`src/verilog/dscal_pkg.sv`:
```
// constants and helpers shared by the dual-channel self-calibration controller
package dscal_pkg;

  // ************************************************************
  // register map (register port, 5-bit address, 8-bit data)
  // ************************************************************
  localparam logic [4:0] CLK_SEL_CTRL_ADDR = 5'h0E;
  localparam logic [4:0] CAL_STATUS_ADDR = 5'h0F;
  localparam logic [4:0] RUN_CTRL_ADDR = 5'h12;

  // calibration_clock_select_control fields
  localparam int DIVSEL_LSB = 0;
  localparam int DIVSEL_W = 3;
  localparam int CLK_EN_BIT = 3;
  localparam int I_SEL_BIT = 4;
  localparam int Q_SEL_BIT = 5;

  // calibration_run_control fields
  localparam int Q_UNCAL_BIT = 0;
  localparam int I_UNCAL_BIT = 1;
  localparam int START_BIT = 4;

  // status fields
  localparam int I_DONE_BIT = 6;
  localparam int Q_DONE_BIT = 7;

  // reset values
  localparam logic [7:0] CLK_SEL_CTRL_RST = 8'h00;
  localparam logic [7:0] RUN_CTRL_RST = 8'h00;
  localparam logic [7:0] RDATA_RST = 8'h00;

  // ************************************************************
  // timing
  // ************************************************************
  localparam int PRE_DIV = 16;
  localparam int PERIOD_W = 12;
  localparam int CAL_RUN_CYCLES = 300;
  localparam int CAL_CNT_W = 9;
  localparam int DAC_BITS = 14;

  // period in reference clocks: pre-divider times 2^(code+1), 32 .. 2048;
  // the top code saturates at 2048, since one more doubling leaves the legal range
  function automatic logic [PERIOD_W-1:0] cal_period(input logic [DIVSEL_W-1:0] code);
    logic [PERIOD_W-1:0] base;
    logic [3:0] shift;
    base = PERIOD_W'(PRE_DIV);
    shift = (code == 3'h7) ? 4'h7 : {1'b0, code} + 4'h1;
    return base << shift;
  endfunction

endpackage

```
`src/verilog/dscal_divider.sv`:
```
// calibration clock divider: one tick per calibration clock period
`timescale 1ns/1ps

module dscal_divider
(
  // clock and reset
  input wire logic ref_clk_i,
  input wire logic rst_b_i,
  // control
  input wire logic enable_i,
  input wire logic [dscal_pkg::DIVSEL_W-1:0] divide_select_i,
  // outputs
  output logic cal_tick_o,
  output logic cal_clk_o
);

  logic [dscal_pkg::PERIOD_W-1:0] cnt_q;
  logic [dscal_pkg::PERIOD_W-1:0] period;

  assign period = dscal_pkg::cal_period(divide_select_i);
  // tick on the last reference cycle of each period, never while gated
  assign cal_tick_o = enable_i && (cnt_q == period - 12'h001);

  // ************************************************************
  // period counter
  // ************************************************************
  // held at zero while disabled so a fresh enable starts a full period
  always_ff @(posedge ref_clk_i or negedge rst_b_i)
  begin
    if (!rst_b_i)
      cnt_q <= 12'h000;
    else if (!enable_i || cal_tick_o)
      cnt_q <= 12'h000;
    else if (cnt_q >= period - 12'h001)
      cnt_q <= 12'h000; // divider changed under us, restart
    else
      cnt_q <= cnt_q + 12'h001;
  end

  // visible calibration clock, high for the first half of each period
  always_ff @(posedge ref_clk_i or negedge rst_b_i)
  begin
    if (!rst_b_i)
      cal_clk_o <= 1'b0;
    else
      cal_clk_o <= enable_i && (cnt_q < (period >> 1));
  end

  AST_TICK_GATED: assert property (@(posedge ref_clk_i) disable iff (!rst_b_i)
    !enable_i |-> !cal_tick_o)
    else $error("calibration tick while clock disabled");

endmodule // dscal_divider

```
`src/verilog/dscal_engine.sv`:
```
// one channel's calibration engine: runs a fixed number of calibration ticks
`timescale 1ns/1ps

module dscal_engine
#(
  parameter int CAL_CYCLES = dscal_pkg::CAL_RUN_CYCLES
)
(
  // clock and reset
  input wire logic ref_clk_i,
  input wire logic rst_b_i,
  // control
  input wire logic start_i,
  input wire logic select_i,
  input wire logic clk_enable_i,
  input wire logic cal_tick_i,
  // status
  output logic busy_o,
  output logic done_o
);

  typedef enum logic [2:0]
  {
    ST_IDLE = 3'b001,
    ST_RUN = 3'b010,
    ST_DONE = 3'b100
  } dscal_state_e;

  localparam int CAL_CNT_W = dscal_pkg::CAL_CNT_W;

  dscal_state_e state_q;
  logic [dscal_pkg::CAL_CNT_W-1:0] tick_cnt_q;
  logic launch;
  logic last_tick;

  // a start with the clock gated off is dropped, not remembered
  assign launch = start_i && select_i && clk_enable_i;
  assign last_tick = cal_tick_i && (tick_cnt_q == CAL_CNT_W'(CAL_CYCLES - 1));

  // ************************************************************
  // run sequencing
  // ************************************************************
  always_ff @(posedge ref_clk_i or negedge rst_b_i)
  begin
    if (!rst_b_i)
      state_q <= ST_IDLE;
    else
    begin
      unique case (state_q)
        ST_IDLE: if (launch) state_q <= ST_RUN;
        ST_RUN: if (last_tick) state_q <= ST_DONE;
        ST_DONE: if (launch) state_q <= ST_RUN;
        default: state_q <= ST_IDLE;
      endcase
    end
  end

  // tick counter only advances on calibration clock ticks
  always_ff @(posedge ref_clk_i or negedge rst_b_i)
  begin
    if (!rst_b_i)
      tick_cnt_q <= '0;
    else if (launch && state_q != ST_RUN)
      tick_cnt_q <= '0;
    else if (state_q == ST_RUN && cal_tick_i)
      tick_cnt_q <= tick_cnt_q + CAL_CNT_W'(1);
  end

  assign busy_o = (state_q == ST_RUN);
  assign done_o = (state_q == ST_DONE);

  AST_DONE_AFTER_RUN: assert property (@(posedge ref_clk_i) disable iff (!rst_b_i)
    (state_q == ST_RUN && last_tick) |=> done_o && !busy_o)
    else $error("engine did not finish on its last tick");

  AST_DONE_LOW_IN_RUN: assert property (@(posedge ref_clk_i) disable iff (!rst_b_i)
    launch && !busy_o |=> busy_o && !done_o ##1 !done_o)
    else $error("done flag not low after a run starts");

  AST_NO_EARLY_DONE: assert property (@(posedge ref_clk_i) disable iff (!rst_b_i)
    $rose(done_o) |-> $past(tick_cnt_q) == CAL_CNT_W'(CAL_CYCLES - 1))
    else $error("engine finished before its tick count");

endmodule // dscal_engine

```
`src/verilog/dscal_ctrl.sv`:
```
// dual-channel DAC self-calibration controller with register port and code outputs
`timescale 1ns/1ps

module dscal_ctrl
#(
  parameter int DAC_BITS = dscal_pkg::DAC_BITS,
  parameter int CAL_CYCLES = dscal_pkg::CAL_RUN_CYCLES
)
(
  // clock and reset
  input wire logic ref_clk_i,
  input wire logic rst_b_i,
  // register port
  input wire logic reg_wr_en_i,
  input wire logic reg_rd_en_i,
  input wire logic [4:0] reg_addr_i,
  input wire logic [7:0] reg_wdata_i,
  output logic [7:0] reg_rdata_o,
  // sample inputs
  input wire logic [DAC_BITS-1:0] i_code_i,
  input wire logic [DAC_BITS-1:0] q_code_i,
  // complementary output drive
  output logic [DAC_BITS-1:0] i_pos_o,
  output logic [DAC_BITS-1:0] i_neg_o,
  output logic [DAC_BITS-1:0] q_pos_o,
  output logic [DAC_BITS-1:0] q_neg_o,
  // calibration status
  output logic cal_clk_o,
  output logic i_cal_done_o,
  output logic q_cal_done_o,
  output logic cal_busy_o
);

  // ************************************************************
  // register storage
  // ************************************************************
  logic [7:0] clk_sel_ctrl_q;
  logic [7:0] run_ctrl_q;
  logic wr_clk_sel;
  logic wr_run;
  logic start_pulse;
  logic cal_tick;
  logic i_busy;
  logic q_busy;
  logic [dscal_pkg::DIVSEL_W-1:0] cal_divide_select;
  logic cal_clock_enable;
  logic i_channel_cal_select;
  logic q_channel_cal_select;
  logic [7:0] status;

  // complement against all-ones: the negative output of a full code is zero
  function automatic logic [DAC_BITS-1:0] complement_code(input logic [DAC_BITS-1:0] code);
    return {DAC_BITS{1'b1}} - code;
  endfunction

  assign wr_clk_sel = reg_wr_en_i && (reg_addr_i == dscal_pkg::CLK_SEL_CTRL_ADDR);
  assign wr_run = reg_wr_en_i && (reg_addr_i == dscal_pkg::RUN_CTRL_ADDR);

  // field extraction
  assign cal_divide_select = clk_sel_ctrl_q[dscal_pkg::DIVSEL_LSB +: dscal_pkg::DIVSEL_W];
  assign cal_clock_enable = clk_sel_ctrl_q[dscal_pkg::CLK_EN_BIT];
  assign i_channel_cal_select = clk_sel_ctrl_q[dscal_pkg::I_SEL_BIT];
  assign q_channel_cal_select = clk_sel_ctrl_q[dscal_pkg::Q_SEL_BIT];

  // clock select, clock enable and channel select register
  always_ff @(posedge ref_clk_i or negedge rst_b_i)
  begin
    if (!rst_b_i)
      clk_sel_ctrl_q <= dscal_pkg::CLK_SEL_CTRL_RST;
    else if (wr_clk_sel)
      clk_sel_ctrl_q <= reg_wdata_i;
  end

  // run control: a full write replaces every bit, so 0x00 clears the flags
  always_ff @(posedge ref_clk_i or negedge rst_b_i)
  begin
    if (!rst_b_i)
      run_ctrl_q <= dscal_pkg::RUN_CTRL_RST;
    else if (wr_run)
      run_ctrl_q <= reg_wdata_i;
  end

  // only a 0->1 write of the start bit launches; rewriting 1 does not restart
  assign start_pulse = wr_run && reg_wdata_i[dscal_pkg::START_BIT]
                       && !run_ctrl_q[dscal_pkg::START_BIT];

  // ************************************************************
  // calibration clock and channel engines
  // ************************************************************
  dscal_divider u_divider
  (
    .ref_clk_i(ref_clk_i),
    .rst_b_i(rst_b_i),
    .enable_i(cal_clock_enable),
    .divide_select_i(cal_divide_select),
    .cal_tick_o(cal_tick),
    .cal_clk_o(cal_clk_o)
  );

  // separate engines so either channel can run alone or both together
  dscal_engine #(.CAL_CYCLES(CAL_CYCLES)) u_i_engine
  (
    .ref_clk_i(ref_clk_i),
    .rst_b_i(rst_b_i),
    .start_i(start_pulse),
    .select_i(i_channel_cal_select),
    .clk_enable_i(cal_clock_enable),
    .cal_tick_i(cal_tick),
    .busy_o(i_busy),
    .done_o(i_cal_done_o)
  );

  dscal_engine #(.CAL_CYCLES(CAL_CYCLES)) u_q_engine
  (
    .ref_clk_i(ref_clk_i),
    .rst_b_i(rst_b_i),
    .start_i(start_pulse),
    .select_i(q_channel_cal_select),
    .clk_enable_i(cal_clock_enable),
    .cal_tick_i(cal_tick),
    .busy_o(q_busy),
    .done_o(q_cal_done_o)
  );

  assign cal_busy_o = i_busy || q_busy;

  // ************************************************************
  // register read-back
  // ************************************************************
  always_comb
  begin
    status = 8'h00;
    status[dscal_pkg::I_DONE_BIT] = i_cal_done_o;
    status[dscal_pkg::Q_DONE_BIT] = q_cal_done_o;
  end

  // registered read data; unmapped addresses read 0x00
  always_ff @(posedge ref_clk_i or negedge rst_b_i)
  begin
    if (!rst_b_i)
      reg_rdata_o <= dscal_pkg::RDATA_RST;
    else if (reg_rd_en_i)
    begin
      unique case (reg_addr_i)
        dscal_pkg::CLK_SEL_CTRL_ADDR: reg_rdata_o <= clk_sel_ctrl_q;
        dscal_pkg::CAL_STATUS_ADDR: reg_rdata_o <= status;
        dscal_pkg::RUN_CTRL_ADDR: reg_rdata_o <= run_ctrl_q;
        default: reg_rdata_o <= 8'h00;
      endcase
    end
  end

  // ************************************************************
  // complementary output drive
  // ************************************************************
  // codes are straight binary; one register stage for clean output timing
  always_ff @(posedge ref_clk_i or negedge rst_b_i)
  begin
    if (!rst_b_i)
    begin
      i_pos_o <= '0;
      i_neg_o <= '1;
      q_pos_o <= '0;
      q_neg_o <= '1;
    end
    else
    begin
      i_pos_o <= i_code_i;
      i_neg_o <= complement_code(i_code_i);
      q_pos_o <= q_code_i;
      q_neg_o <= complement_code(q_code_i);
    end
  end

  // ************************************************************
  // checks
  // ************************************************************
  // helper: reference clocks since the last tick, tracked while enabled
  logic [dscal_pkg::PERIOD_W-1:0] gap_q;
  logic gap_valid_q;
  logic [dscal_pkg::DIVSEL_W-1:0] sel_seen_q;

  always_ff @(posedge ref_clk_i or negedge rst_b_i)
  begin
    if (!rst_b_i)
    begin
      gap_q <= 12'h000;
      gap_valid_q <= 1'b0;
      sel_seen_q <= 3'h0;
    end
    else
    begin
      sel_seen_q <= cal_divide_select;
      gap_q <= cal_tick ? 12'h000 : gap_q + 12'h001;
      if (!cal_clock_enable || sel_seen_q != cal_divide_select)
        gap_valid_q <= 1'b0;
      else if (cal_tick)
        gap_valid_q <= 1'b1;
    end
  end

  AST_CAL_PERIOD: assert property (@(posedge ref_clk_i) disable iff (!rst_b_i)
    (cal_tick && gap_valid_q && sel_seen_q == cal_divide_select)
      |-> gap_q == dscal_pkg::cal_period(cal_divide_select) - 12'h001)
    else $error("calibration period does not match divide select");

  AST_RANGE: assert property (@(posedge ref_clk_i) disable iff (!rst_b_i)
    dscal_pkg::cal_period(cal_divide_select) >= 12'd32
      && dscal_pkg::cal_period(cal_divide_select) <= 12'd2048)
    else $error("calibration period out of range");

  AST_UNCAL_CLEAR: assert property (@(posedge ref_clk_i) disable iff (!rst_b_i)
    (wr_run && reg_wdata_i == 8'h00)
      |=> !run_ctrl_q[dscal_pkg::I_UNCAL_BIT] && !run_ctrl_q[dscal_pkg::Q_UNCAL_BIT])
    else $error("uncalibrate flags not cleared");

  AST_SELECT_LAUNCH: assert property (@(posedge ref_clk_i) disable iff (!rst_b_i)
    (start_pulse && cal_clock_enable)
      |=> (i_busy == $past(i_channel_cal_select) || $past(i_busy))
        && (q_busy == $past(q_channel_cal_select) || $past(q_busy)))
    else $error("engine participation does not follow select bits");

  AST_GATED_START: assert property (@(posedge ref_clk_i) disable iff (!rst_b_i)
    (start_pulse && !cal_clock_enable && !cal_busy_o) |=> !cal_busy_o)
    else $error("run started with calibration clock disabled");

  AST_STATUS_READ: assert property (@(posedge ref_clk_i) disable iff (!rst_b_i)
    (reg_rd_en_i && reg_addr_i == dscal_pkg::CAL_STATUS_ADDR)
      |=> reg_rdata_o == {$past(q_cal_done_o), $past(i_cal_done_o), 6'h00})
    else $error("status read does not show done flags");

  // the output flops still hold reset values one edge after release, so skip that edge
  AST_COMPLEMENT: assert property (@(posedge ref_clk_i) disable iff (!rst_b_i)
    $past(rst_b_i) |-> (i_pos_o == $past(i_code_i))
      && (i_neg_o == complement_code($past(i_code_i)))
      && (q_neg_o == complement_code(q_pos_o)))
    else $error("output pair not complementary to input code");

  AST_NEG_ZERO: assert property (@(posedge ref_clk_i) disable iff (!rst_b_i)
    ($past(rst_b_i) && $past(q_code_i) == {DAC_BITS{1'b1}}) |-> q_neg_o == '0)
    else $error("full-scale code left drive on the negative output");

  // ************************************************************
  // register port checks
  // ************************************************************
  AST_SEL_WRITE: assert property (@(posedge ref_clk_i) disable iff (!rst_b_i)
    wr_clk_sel |=> clk_sel_ctrl_q == $past(reg_wdata_i))
    else $error("clock select register did not take the written byte");

  AST_RDATA_HOLD: assert property (@(posedge ref_clk_i) disable iff (!rst_b_i)
    !reg_rd_en_i |=> $stable(reg_rdata_o))
    else $error("read data changed without a read");

  AST_CLK_OFF: assert property (@(posedge ref_clk_i) disable iff (!rst_b_i)
    !$past(cal_clock_enable) |-> !cal_clk_o)
    else $error("calibration clock visible while disabled");

  AST_I_DONE_HOLDS: assert property (@(posedge ref_clk_i) disable iff (!rst_b_i)
    (i_cal_done_o && !(start_pulse && cal_clock_enable && i_channel_cal_select))
      |=> i_cal_done_o)
    else $error("I done flag dropped without a new run");

  AST_Q_DONE_HOLDS: assert property (@(posedge ref_clk_i) disable iff (!rst_b_i)
    (q_cal_done_o && !(start_pulse && cal_clock_enable && q_channel_cal_select))
      |=> q_cal_done_o)
    else $error("Q done flag dropped without a new run");

  // ************************************************************
  // run length checks
  // ************************************************************
  // ticks seen by each channel since its launch, counted apart from the engine
  // so that a slip in the engine's own counter shows up here
  localparam int TICK_W = dscal_pkg::CAL_CNT_W;
  logic [TICK_W-1:0] i_ticks_q;
  logic [TICK_W-1:0] q_ticks_q;

  always_ff @(posedge ref_clk_i or negedge rst_b_i)
  begin
    if (!rst_b_i)
      i_ticks_q <= '0;
    else if (start_pulse && cal_clock_enable && i_channel_cal_select && !i_busy)
      i_ticks_q <= '0;
    else if (i_busy && cal_tick)
      i_ticks_q <= i_ticks_q + TICK_W'(1);
  end

  always_ff @(posedge ref_clk_i or negedge rst_b_i)
  begin
    if (!rst_b_i)
      q_ticks_q <= '0;
    else if (start_pulse && cal_clock_enable && q_channel_cal_select && !q_busy)
      q_ticks_q <= '0;
    else if (q_busy && cal_tick)
      q_ticks_q <= q_ticks_q + TICK_W'(1);
  end

  AST_I_RUN_LENGTH: assert property (@(posedge ref_clk_i) disable iff (!rst_b_i)
    $rose(i_cal_done_o) |-> i_ticks_q == TICK_W'(CAL_CYCLES))
    else $error("I run length differs from the tick count");

  AST_Q_RUN_LENGTH: assert property (@(posedge ref_clk_i) disable iff (!rst_b_i)
    $rose(q_cal_done_o) |-> q_ticks_q == TICK_W'(CAL_CYCLES))
    else $error("Q run length differs from the tick count");

endmodule // dscal_ctrl

```
`config.mk`:
```
export PLATFORM = sky130hd
export DESIGN_NAME = dscal_ctrl
export DESIGN_NICKNAME = d
export VERILOG_FILES = /design/src/verilog/dscal_pkg.sv /design/src/verilog/dscal_divider.sv /design/src/verilog/dscal_engine.sv /design/src/verilog/dscal_ctrl.sv
export SDC_FILE = /design/constraint.sdc
export NUM_CORES = 1
export LEC_CHECK = 0
export ABC_AREA = 1
export BUFFER_PORTS_ARGS = -buffer_cell sky130_fd_sc_hd__clkbuf_2
export CORE_ASPECT_RATIO = 0.75
export CORE_UTILIZATION = 30
export DETAILED_ROUTE_END_ITERATION = 10
export SLEW_MARGIN = 20
export SYNTH_ARGS = -nofsm -noshare
export SYNTH_HDL_FRONTEND = slang
export SYNTH_HIERARCHICAL = 1
export SYNTH_SLANG_ARGS = --single-unit
```
`constraint.sdc`:
```
create_clock -name ref_clk_i -period 3.8 [get_ports ref_clk_i]
set_clock_uncertainty 0.05 [all_clocks]
set_input_delay 0.76 -clock ref_clk_i [delete_from_list [all_inputs] [get_ports ref_clk_i]]
set_output_delay 0.76 -clock ref_clk_i [all_outputs]
set_load 0.05 [all_outputs]
```
Yosys cells after proc, flatten, opt, wreduce, memory -nomap -nowiden
Cells that the tools add are included.
{ "word_totals": {"out_inout_bits": 68, "reg_bits": 117, "input_bits": 45} }
{ "classes": {"shift": 1, "n_reduce_logical": 26, "order_cmp": 2, "addsub": 7, "mux": 14, "n_eq_ne": 19} }
{ "ops": {"columns": ["operator", "n"], "rows": [
  ["$mux W9", 4],
  ["$sub A14 B14 Y14 const A", 2],
  ["$mux W12", 2],
  ["$pmux W8 S3", 1],
  ["$add A9 B1 Y9 const B", 2],
  ["$eq A9 B9 Y1 const B", 2],
  ["$logic_and A1 B1 Y1", 16],
  ["$add A12 B1 Y12 const B", 1],
  ["$eq A12 B12 Y1", 1],
  ["$ge A12 B12 Y1", 1],
  ["$lt A12 B11 Y1", 1],
  ["$mux W3", 4],
  ["$pmux W3 S2", 2],
  ["$shl A5 B4 Y12 const A", 1],
  ["$sub A12 B1 Y12 const B", 1],
  ["$eq A5 B4 Y1 const B", 2],
  ["$eq A3 B3 Y1 const B", 3],
  ["$ne A2 B1 Y1 const B", 4],
  ["$eq A3 B1 Y1 const B", 2],
  ["$eq A3 B2 Y1 const B", 2],
  ["$ne A3 B2 Y1 const B", 2],
  ["$eq A5 B5 Y1 const B", 1],
  ["$add A3 B1 Y4 const B", 1],
  ["$mux W4", 1],
  ["other kinds (5)", 10]
]} }

Longest topological paths before layout
Gate-level depths: netlist of the first run.
{ "depth": {"depth_word": 9, "depth_mapped": 22} }

Cells and area by module
Netlist of the first run, hierarchy kept.
{ "by_module_without_submodules": {"columns": ["module", "seq_area_each_um2", "cells_each", "area_each_um2", "n_inst"], "rows": [
  ["dscal_ctrl", 2037.0, 218, 2742.6, 1],
  ["dscal_engine", 301.5, 104, 738.2, 2],
  ["dscal_divider", 325.3, 176, 1267.5, 1]
]} }

Worst setup path after synthesis of the first run
OpenSTA, ideal clock, no wires.
{ "synth_timing": {"kind": "register to register", "startpoint": "reg clk_sel_ctrl_q[0]", "endpoint": "reg u_i_engine/tick_cnt_q[3] (netlist name)", "setup_time_ps": 117, "setup_slack_ps": 809, "period_less_slack_ps": 2991, "required_ps": 3633, "arrival_ps": 2823, "stages_incl_launch_ff": 21, "path_buffers": 0, "cell_sequence": "dfrtp_1 -> ha_1 -> nand2_1 -> inv_1 -> nor2_1 -> nand3_1 -> ha_1 -> nand2_1 -> inv_1 -> nand4_1 -> nand2_1 -> ha_1 -> nand2_1 -> nor2_1 -> nand3_2 -> nor2_1 -> nand4_2 -> nand2_2 -> inv_2 -> nand2_1 -> nand2_1"} }
{ "synth_via": {"elab_chain_len": 8, "word_cells_on_any_way": 9, "cone_classes": "2 x add/sub; 2 x eq/ne; 1 x shift; 1 x mux; 3 x reduce/logical"} }
{ "synth_rtl": {"columns": ["element", "line", "source"], "rows": [
  ["start: declaration", "dscal_ctrl.sv:37", "logic [7:0] clk_sel_ctrl_q;"],
  ["start signal: assignment", "dscal_ctrl.sv:69", "clk_sel_ctrl_q <= dscal_pkg::CLK_SEL_CTRL_RST;"],
  ["start signal: assignment", "dscal_ctrl.sv:71", "clk_sel_ctrl_q <= reg_wdata_i;"],
  ["$add A3 B1 Y4 or $eq A3 B3 Y1 (tied branches)", "dscal_pkg.sv:47", "shift = (code == 3'h7) ? 4'h7 : {1'b0, code} + 4'h1;"],
  ["$mux W4 *", "dscal_pkg.sv:47", null],
  ["$shl A5 B4 Y12 *", "dscal_pkg.sv:48", "return base << shift;"],
  ["$sub A12 B1 Y12 *", "dscal_divider.sv:22", "assign cal_tick_o = enable_i && (cnt_q == period - 12'h001);"],
  ["$eq A12 B12 Y1 *", "dscal_divider.sv:22", null],
  ["$logic_and A1 B1 Y1 *", "dscal_divider.sv:22", null],
  ["via cal_tick", "dscal_ctrl.sv:42", "logic cal_tick;"],
  ["$logic_and A1 B1 Y1 *", "dscal_engine.sv:65", "else if (state_q == ST_RUN && cal_tick_i)"],
  ["$reduce_bool A2 Y1 (no source line) *", null, null],
  ["end signal: assignment", "dscal_engine.sv:66", "tick_cnt_q <= tick_cnt_q + CAL_CNT_W'(1);"],
  ["end: declaration", "dscal_engine.sv:32", "logic [dscal_pkg::CAL_CNT_W-1:0] tick_cnt_q;"]
]} }
The timed path passes the listed nets; every way through them passes the cells marked *.
A chain may end at the register's enable or synchronous reset.

Worst setup path after layout of the first run
{ "layout_timing": {"startpoint": "reg clk_sel_ctrl_q[0]", "endpoint": "reg u_i_engine/tick_cnt_q[4] (netlist name)"} }
Same word-level chain as after synthesis.

==> flow_summary.yaml, run 1 <==
floorplan:
  io-pin-count: 113
  core_mm2: 0.0178
  start_util_pct: 30.9
  die-area_mm2: 0.0188
  fp.dieH_um: 119
  die_x_um: 158
  rows: 42
synth:
  synth_ff_type: "dfrtp_1"
  synthArstFlopShare_pct: 100
  ys_seq_elements: 117
  synth_nets: 668
  ys_types: 30
  synth_edf_count: 0
  syn_inst: 602
  ys_seq_area_share_pct: 54.0
  synth_area_per_cell_um2: 9.11
  yosys_warnings: 6
  syn-cell-area_mm2: 0.00549
finish:
  register_area_mm2: 0.00297
  num-nets-final: 796
  drive_above_1_share_pct: 33.1
  layout_commonest_cell: "nand2_1"
  post-route-util_pct: 38.9
  fin_cells: 985
  syn2layout_area_growth_pct: 26.0
  nFillCells: 1824
  final_cell_mix: "nand2_1 (161), clkbuf_2 (111), dfrtp_1 (87)"
  diodes: 0
  multi_input_comb_area_mm2: 0.00213
route:
  detail_route.wl_per_cell_um: 11.8
  drt_iter0_drc: 221
  antenna_left: 0
  vias: 4208
  drc: 0
  drt_first_pass_iters: 5
  wl_um: 11600
  via_per_inst: 4.27
sta:
  post-route-period-util_pct: 87.7
  tightest_slew_ns: 0.728
  layout_setup_ws_ns: 0.469
  final_hold_viol_count: 0
  setup_tns_ns: 0
  drv_slew: 0
  rsz0062_at_grt: "false"
  max_slew_margin_pct: 51.5
  setup_viol: 0
  fmax_ghz: 0.300
  min_period_ns: 3.33
placed_design:
  dp_cells: 953
  routabilityCongestion: 0.808
  port_buffers: 112
  place_ws_ns: 0.392
  place_hpwl_um: 8680
worst_setup_path:
  cp-start-kind: "register"
  critPathCaptureType: "register"
  reg2reg_to: "u_i_engine/tick_cnt_q[4]$_DFFE_PN0P_"
  startpoint: "clk_sel_ctrl_q[0]$_DFFE_PN0P_"
  r2r_cells: 19
  path_depth: 19
  crit_type: "reg2reg"
  rr_startpoint: "clk_sel_ctrl_q[0]$_DFFE_PN0P_"
  worstPathCellList: "ha_1, nand2_1, inv_1, nor2_1, nand3_1, ha_1, nand2_1, inv_1, xor2_1, ha_1, nand2_1, nor2_1, nand3_2, nor2_2, nand4_2, nand2_2, inv_2, nand2_1, nand2_1"
  worst-r2r-setup-slack_ns: 0.47
  cpMostUsedCell: "nand2_1"
  cp_slowest_stage_delay_ns: 0.45
  crit_family: "simple AND/OR/NAND/NOR gates"
  crit_buf_inv: 3
  cpMaxStageDelayCell: "dfrtp_1"
  crit_required_ns: 4.05
  crit_fanout: 7
  crit_arrival_ns: 3.58
clocking:
  cts_sinks: 117
  cts_hold_buf: 0
  clkLatencyLatePin_ns: 0.41
  cts_tree: "built"
  clkTransAtPathRegs_ns: 0.06
  cts-buffers-inserted: 17
  clockBufferDepth: 2
  h-tree-depth: 4
  clk_root_buffer_cell: "clkbuf_16"
worst_hold_path:
  hold_class: "in2async"
global_routing:
  grt_max_degree: 62
  antenna_found_initial: 0
  grt_pass1_wl_um: 19400
  gr-total-overflow: 0
  grt_use_total_pct: 13.4
  grt_pass1_vias: 3997
job:
  max_cap_viol_count: 0
power_and_ir_drop:
  power_density_mw_per_mm2: 519
  leakage_nw: 3.62
  ir_worst_vdd_v: 0.000247
run_status:
  status: "completed"
worst max-delay path by stage:
stage	end	slack (ns)
3_5_place_dp	u_i_engine/tick_cnt_q[3]$_DFFE_PN0P_	0.39
6_report	u_i_engine/tick_cnt_q[4]$_DFFE_PN0P_	0.47
3_3_place_gp	u_q_engine/tick_cnt_q[4]$_DFFE_PN0P_	0.54
5_1_grt	u_i_engine/tick_cnt_q[8]$_DFFE_PN0P_	0.1
4_1_cts	u_i_engine/tick_cnt_q[4]$_DFFE_PN0P_	0.36
2_1_floorplan	u_i_engine/tick_cnt_q[3]$_DFFE_PN0P_	0.81
timing repair:
item,4_1_cts,5_1_grt
endpoints found under the hold margin,0,0
endpoints found under the setup margin,0,10
resized for setup,0,1
buffers inserted,0,0
synth_stat cells (5+ instances only):
cell type	instances	share of area [%]
a21oi_1	15	1.4
nand4_1	10	1.1
nand2_2	6	0.68
nor2_1	54	3.7
dfstp_2	30	14
xnor2_1	5	0.80
xor2_1	8	1.3
dfrtp_1	87	40
inv_2	13	0.89
nand3_2	5	0.91
nand3_1	49	4.5
ha_1	21	4.8
inv_1	78	5.3
o21ai_2	16	2.6
nand2_1	161	11
nor2_2	11	1.3
power breakdown:
| part | switching (W) | total, W | internal, W |
|---|---|---|---|
| Clock | 0.000625 | 0.00154 | 0.000913 |
| Sequential | 0.0000664 | 0.00142 | 0.00135 |
| Combinational | 0.000445 | 0.000629 | 0.000183 |
flip-flops by register name, indices dropped and copies added, names as in the netlist:
register / cells
i_neg_o: 14
u_divider/cal_clk_o: 1
clk_sel_ctrl_q: 8
q_neg_o: 14
u_q_engine/tick_cnt_q: 9
i_pos_o: 14
reg_rdata_o: 8
u_divider/cnt_q: 12
u_i_engine/state_q: 3
u_q_engine/state_q: 3
u_i_engine/tick_cnt_q: 9
q_pos_o: 14
run_ctrl_q: 8
kinds of logic after synthesis:
| kind of cell | after synthesis | synth area share (%) |
|---|---|---|
| simple gates | 318 | 27.7 |
| flops | 117 | 54.0 |
| buf+inv | 98 | 7.14 |
| compound gates | 35 | 4.29 |
| fa+ha+maj | 21 | 4.79 |
| xor+xnor | 13 | 2.08 |
area by class of cell:
cell class,instances,area share (%)
Inverter,93,5.05
Timing Repair Buffer,114,8.55
Sequential cell,117,42.9
Multi-Input combinational cell,387,30.9
Tap cell,242,4.38
Clock buffer,17,6.16
Clock inverter,15,2.10
layer usage:
metal  wire (um)  global-route usage, %  share of wire [%]
met1        5850                   18.7                 50
met2        4630                   18.2                 40
met3        1010                   5.49                8.7
met4         160                   5.23                1.4
met5           0                      0                  0
per-stage QoR:
stage / total power, W / hold WS (ns) / area [um^2]
finish: 0.00359 / 0.357 / 6910
global route: 0.00378 / 0.388 / 6910
CTS: 0.00364 / 0.372 / 6910
detailed placement: 0.00207 / 0.406 / 6340
global placement: 0.00207 / 0.410 / 6340
floorplan: 0.00190 / 0.390 / 5490
No activity file was read; power rests on OpenSTA's default activity.
==> run 2: changes to the inputs <==
--- a/config.mk
+++ b/config.mk
@@ -13,5 +13,4 @@
 export SLEW_MARGIN = 20
 export SYNTH_ARGS = -nofsm -noshare
 export SYNTH_HDL_FRONTEND = slang
-export SYNTH_HIERARCHICAL = 1
 export SYNTH_SLANG_ARGS = --single-unit
==> run 2 against run 1 <==
- sequential power grew 4%
- critical endpoint is now u_i_engine.tick_cnt_q[0]$_DFFE_PN0P_
- combinational power increased by 7.5%
- global-route usage up 0.42 points
- largest power group unchanged
==> flow_summary.yaml, run 2 <==
sta:
  setup_tns_ns: 0
  setup_viol: 0
  fmax_ghz: 0.372
  holdWs_ns: 0.343
  tightest_slew_ns: 0.707
  drv_slew: 0
  max_slew_margin_pct: 52.8
  min_period_ns: 2.69
  rsz0062_at_grt: "false"
  post-route-period-util_pct: 70.7
  final_hold_viol_count: 0
synth:
  synth_nets: 636
  ys_seq_elements: 117
  synth_area_per_cell_um2: 9.07
  synth_ff_type: "dfrtp_1"
  ys_types: 30
  synthTopCellsByCount: "nand2_1 (122), inv_1 (107), dfrtp_1 (87), nor2_1 (57), nand3_1 (35)"
  ys_seq_area_share_pct: 57.1
  synth_area_leaders: "dfrtp_1 (42%), dfstp_2 (15%), nand2_1 (8.8%), inv_1 (7.7%), ha_1 (4.3%)"
  yosys.area.top_type: "dfrtp_1"
  synth_edf_count: 0
  synthArstFlopShare_pct: 100
  synth.most_common_cell: "nand2_1"
  synth_top_area_share_pct: 41.9
  syn_inst: 573
  yosys_warnings: 0
  syn-cell-area_mm2: 0.00520
clocking:
  h-tree-depth: 4
  clkLatencyLatePin_ns: 0.42
  cts_tree: "built"
  clkTransAtPathRegs_ns: 0.06
  cts_sinks: 117
  cts_hold_buf: 0
  cts-buffers-inserted: 17
  post_cts_buffers: 0
  clockBufferDepth: 2
  clk_root_buffer_cell: "clkbuf_16"
  cts_resized: 0
finish:
  num-nets-final: 761
  multi_input_comb_area_mm2: 0.00178
  drive_above_1_share_pct: 27.0
  register_area_mm2: 0.00297
  diodes: 0
  syn2layout_area_growth_pct: 27.6
  layout_commonest_cell: "nand2_1"
  nFillCells: 1661
  final_cell_mix: "nand2_1 (122), clkbuf_2 (111), inv_1 (107)"
power_and_ir_drop:
  ir_worst_vdd_v: 0.000339
  leakage_nw: 3.48
  power_density_mw_per_mm2: 579
worst_setup_path:
  cp-start-kind: "register"
  crit_type: "reg2reg"
  critPathCaptureType: "register"
  crit_arrival_ns: 2.98
  crit_fanout: 15
  crit_required_ns: 4.09
floorplan:
  io-pin-count: 113
  fp.dieH_um: 116
  die_x_um: 154
  rows: 41
  core_mm2: 0.0169
  die-area_mm2: 0.0179
  start_util_pct: 30.8
route:
  drt_iter0_drc: 309
  drc: 0
  antenna_left: 0
  drt_first_pass_iters: 5
  via_per_inst: 4.37
  detail_route.wl_per_cell_um: 12.0
  vias: 4047
  wl_um: 11100
global_routing:
  grt_pass1_wl_um: 19300
  grt_use_total_pct: 13.8
  grt_pass1_vias: 3978
  gr-total-overflow: 0
  antenna_found_initial: 0
  grt_max_degree: 65
placed_design:
  routabilityCongestion: 0.838
  place_hpwl_um: 8400
  port_buffers: 112
worst_hold_path:
  hold_class: "in2async"
run_status:
  status: "completed"
job:
  max_cap_viol_count: 0
## run 2: critical path: stages, from the launching register on
cell,delay (ns)
dfrtp_1,0.43
ha_1,0.39
nor2_1,0.26
a21oi_1,0.12
ha_1,0.30
nand2_1,0.07
nor2_2,0.23
nand3_4,0.14
nor2_8,0.23
nand2_1,0.14
or2_0,0.22
nand2_1,0.06
## run 2: layout make-up
class | instances | share of cell area [%]
Inverter | 108 | 6.11
Clock inverter | 14 | 2.83
Timing Repair Buffer | 113 | 8.79
Sequential cell | 117 | 44.7
Multi-Input combinational cell | 341 | 26.9
Clock buffer | 18 | 6.62
Tap cell | 215 | 4.06
## run 2: path summary, 6_finish.rpt
kind                       slack [ns]  cells after the start                              endpoint                     startpoint
max                              1.11                     11  u_i_engine.tick_cnt_q[0]$_DFFE_PN0P_  clk_sel_ctrl_q[1]$_DFFE_PN0P_
max in group asynchronous        2.54                      2                  i_neg_o[8]$_DFF_PN1_                        rst_b_i
min reg2reg                      0.42                      2         clk_sel_ctrl_q[7]$_DFFE_PN0P_  clk_sel_ctrl_q[7]$_DFFE_PN0P_
min                              0.34                      1          u_divider.cnt_q[8]$_DFF_PN0_                        rst_b_i
min in group ref_clk_i           0.41                      2                  i_neg_o[0]$_DFF_PN1_                    i_code_i[0]
max reg2reg                      1.11                     11  u_i_engine.tick_cnt_q[0]$_DFFE_PN0P_  clk_sel_ctrl_q[1]$_DFFE_PN0P_
## run 2: cell families (layout without fill, tap and decap cells)
group                      Yosys count  after routing  synth area share [%]
and+or+nand+nor                    272            272                  24.1
DFF                                117            117                  57.1
buffers and inverters              115            253                  8.69
AOI/OAI and AO/OA                   42             42                  4.29
adders and majority gates           18             18                  4.33
xor gates and xnor gates             9              9                  1.52
## run 2: power breakdown
group	switching, W	internal, W	leakage (nW)
registers	0.0000851	0.00139	1.36
clock network	0.000615	0.00107	0.305
logic	0.000490	0.000186	1.82
## run 2: metrics by stage
stage | setup WS [ns] | area (um^2) | utilization [%] | power (W) | instances
CTS | 1.10 | 6630 | 39.3 | 0.00389 | 926
floorplan | 1.44 | 5200 | - | 0.00199 | 573
global route | 0.818 | 6630 | 39.3 | 0.00404 | 926
detailed placement | 1.11 | 6000 | 35.6 | 0.00218 | 894
global placement | 1.22 | 6000 | 35.6 | 0.00217 | 894
finish | 1.11 | 6630 | 39.3 | 0.00384 | 926
## run 2: per-layer routing
layer	GRT usage, %	vias to the layer above	wire length [um]
li1	-	2075	-
met5	0	-	0
met3	6.39	8	980
met4	5.80	0	114
met2	19.3	122	4460
met1	18.4	1842	5580
==> run 3: changes to the inputs <==
==> constraint.sdc (replaced) <==
create_clock -name ref_clk_i -period 2.4 [get_ports ref_clk_i]
set_clock_uncertainty 0.05 [all_clocks]
set_input_delay 0.48 -clock ref_clk_i [delete_from_list [all_inputs] [get_ports ref_clk_i]]
set_output_delay 0.48 -clock ref_clk_i [all_outputs]
set_load 0.05 [all_outputs]
==> run 3 against run 2 <==
- clock power rose by 57%
- sequential share of layout area fell by 1.9 points
- flip-flop and latch count did not move
- die area did not move
- non-clock buffer count rose by 19
- final cell count rose by 2.2%
- global-route usage rose by 0.88 points
- sequential power rose by 59%
- worst setup slack got worse by 1.1 ns
- largest cell class unchanged
- largest power group unchanged
- highest routed layer unchanged
==> flow_summary.yaml, run 3 (synthesis results as in run 2) <==
sta:
  min_period_ns: 2.35
  post-route-period-util_pct: 97.7
  drv_slew: 0
  setup_viol: 0
  tightest_slew_ns: 0.638
  setup_tns_ns: 0
  fmax_ghz: 0.426
  rsz0062_at_grt: "true"
  max_slew_margin_pct: 57.5
  final_hold_viol_count: 0
clocking:
  clkTransAtPathRegs_ns: 0.06
  cts_hold_buf: 0
  h-tree-depth: 4
  clkLatencyLatePin_ns: 0.40
  clockBufferDepth: 2
  clk_root_buffer_cell: "clkbuf_16"
  cts-buffers-inserted: 17
  cts_sinks: 117
  cts_tree: "built"
placed_design:
  routabilityCongestion: 0.793
  port_buffers: 112
  place_hpwl_um: 8900
finish:
  nFillCells: 1647
  layout_commonest_cell: "nand2_1"
  diodes: 0
  num-nets-final: 781
  drive_above_1_share_pct: 31.2
  post-route-util_pct: 41.0
  syn2layout_area_growth_pct: 33.2
  final_cell_mix: "nand2_1 (117), clkbuf_2 (111), inv_1 (107)"
route:
  drt_first_pass_iters: 4
  drc: 0
  vias: 4211
  via_per_inst: 4.45
  detail_route.wl_per_cell_um: 12.9
  wl_um: 12200
  antenna_left: 0
  drt_iter0_drc: 193
power_and_ir_drop:
  leakage_nw: 3.60
  power_density_mw_per_mm2: 889
  switching_power_w: 0.00191
  ir_worst_vdd_v: 0.000606
  clockPowerShare_pct: 42.7
  p_int_w: 0.00424
  share_comb_of_total_power_pct: 19.2
  p_seq_share_pct: 38.1
  swShare_pct: 31.1
global_routing:
  grt_pass1_vias: 4099
  gr-total-overflow: 0
  grt_max_degree: 44
  antenna_found_initial: 0
  grt_use_total_pct: 14.7
  grt_pass1_wl_um: 20400
worst_setup_path:
  cpMaxStageDelayCell: "dfrtp_2"
  critPathCaptureType: "register"
  cp-start-kind: "register"
  cpMostUsedCell: "nand3_4"
  crit_arrival_ns: 2.58
  crit_required_ns: 2.63
  worstPathCellList: "ha_4, nand3_4, xnor2_2, ha_1, nand2_2, nor2_4, nand3_4, buf_4, nand4_1, buf_12, a21oi_1"
  crit_type: "reg2reg"
  crit_fanout: 12
  cp_slowest_stage_delay_ns: 0.43
job:
  max_cap_viol_count: 0
floorplan:
  core_mm2: 0.0169
  start_util_pct: 30.8
  rows: 41
  io-pin-count: 113
  die_x_um: 154
  die-area_mm2: 0.0179
  fp.dieH_um: 116
worst_hold_path:
  hold_class: "in2async"
run_status:
  status: "completed"
-- run 3: cell types whose count changed in the layout (fill, tap and decap cells not counted), sizes merged --
cell	delta
clkinv	+4
nor2	+1
inv	-5
clkbuf	+1
buf	+19
-- run 3: per-stage QoR --
| stage | std cells | cell area [um^2] | power (W) | setup WS, ns | hold WS [ns] |
|---|---|---|---|---|---|
| 5_1_grt | 946 | 6920 | 0.00647 | -0.0871 | 0.0743 |
| 2_1_floorplan | 573 | 5200 | 0.00315 | 0.0943 | 0.134 |
| 3_3_place_gp | 907 | 6140 | 0.00349 | -0.0749 | 0.407 |
| 3_5_place_dp | 907 | 6140 | 0.00351 | -0.0587 | 0.413 |
| 4_1_cts | 941 | 6810 | 0.00621 | 0.0217 | 0.0472 |
| 6_report | 946 | 6920 | 0.00616 | 0.0544 | 0.0333 |
-- run 3: repair_timing --
item	4_1_cts	5_1_grt
endpoints found under the setup margin	15	24
resized for setup	7	19
pin swaps	3	16
cloned	0	1
setup buffers	2	4
-- run 3: layout make-up --
cell class / count / area [um^2] / share of cell area [%]
tap: 215 / 269 / 3.89
clock buffer: 19 / 443 / 6.40
sequential: 117 / 2970 / 42.8
inverter: 108 / 405 / 5.85
multi-input combinational: 342 / 1900 / 27.4
clock inverter: 13 / 173 / 2.49
timing repair buffer: 132 / 771 / 11.1
-- run 3: layer usage --
layer / global-route usage, % / vias up / wire [um]
met1: 19.6 / 1971 / 6000
met3: 5.72 / 8 / 950
met2: 21.9 / 123 / 5120
met5: 0 / - / 0
met4: 5.00 / 0 / 91
li1: - / 2109 / -
-- run 3: final timing paths --
| path | from | to | slack [ns] | cells past startpoint |
|---|---|---|---|---|
| setup / recovery | clk_sel_ctrl_q[0]$_DFFE_PN0P_ | u_divider.cnt_q[11]$_DFF_PN0_ | 0.05 | 11 |
| hold / removal | rst_b_i | u_divider.cnt_q[6]$_DFF_PN0_ | 0.03 | 1 |
| setup reg to reg | clk_sel_ctrl_q[0]$_DFFE_PN0P_ | u_divider.cnt_q[11]$_DFF_PN0_ | 0.05 | 11 |
| hold reg to reg | clk_sel_ctrl_q[6]$_DFFE_PN0P_ | clk_sel_ctrl_q[6]$_DFFE_PN0P_ | 0.42 | 2 |
| max in group asynchronous | rst_b_i | i_neg_o[5]$_DFF_PN1_ | 1.60 | 2 |
| min in group ref_clk_i | i_code_i[0] | i_neg_o[0]$_DFF_PN1_ | 0.14 | 2 |
-- run 3: worst max-delay path, delay by kind of cell (launching register included) --
family                     cells  cell delay [ns]
adders and majority gates      2             0.62
buffers and inverters          2             0.32
AOI/OAI and AO/OA              1             0.04
and+or+nand+nor                5             0.63
xor gates and xnor gates       1             0.14
DFF                            1             0.43
-- run 3: power groups by stage --
stage	clock [W]	combinational, W	sequential [W]
after global routing	0.00277	0.00132	0.00238
final	0.00263	0.00118	0.00235
after CTS	0.00270	0.00116	0.00235
after global placement	0	0.00113	0.00237
after detailed placement	0	0.00114	0.00237
after floorplan	0	0.000575	0.00257
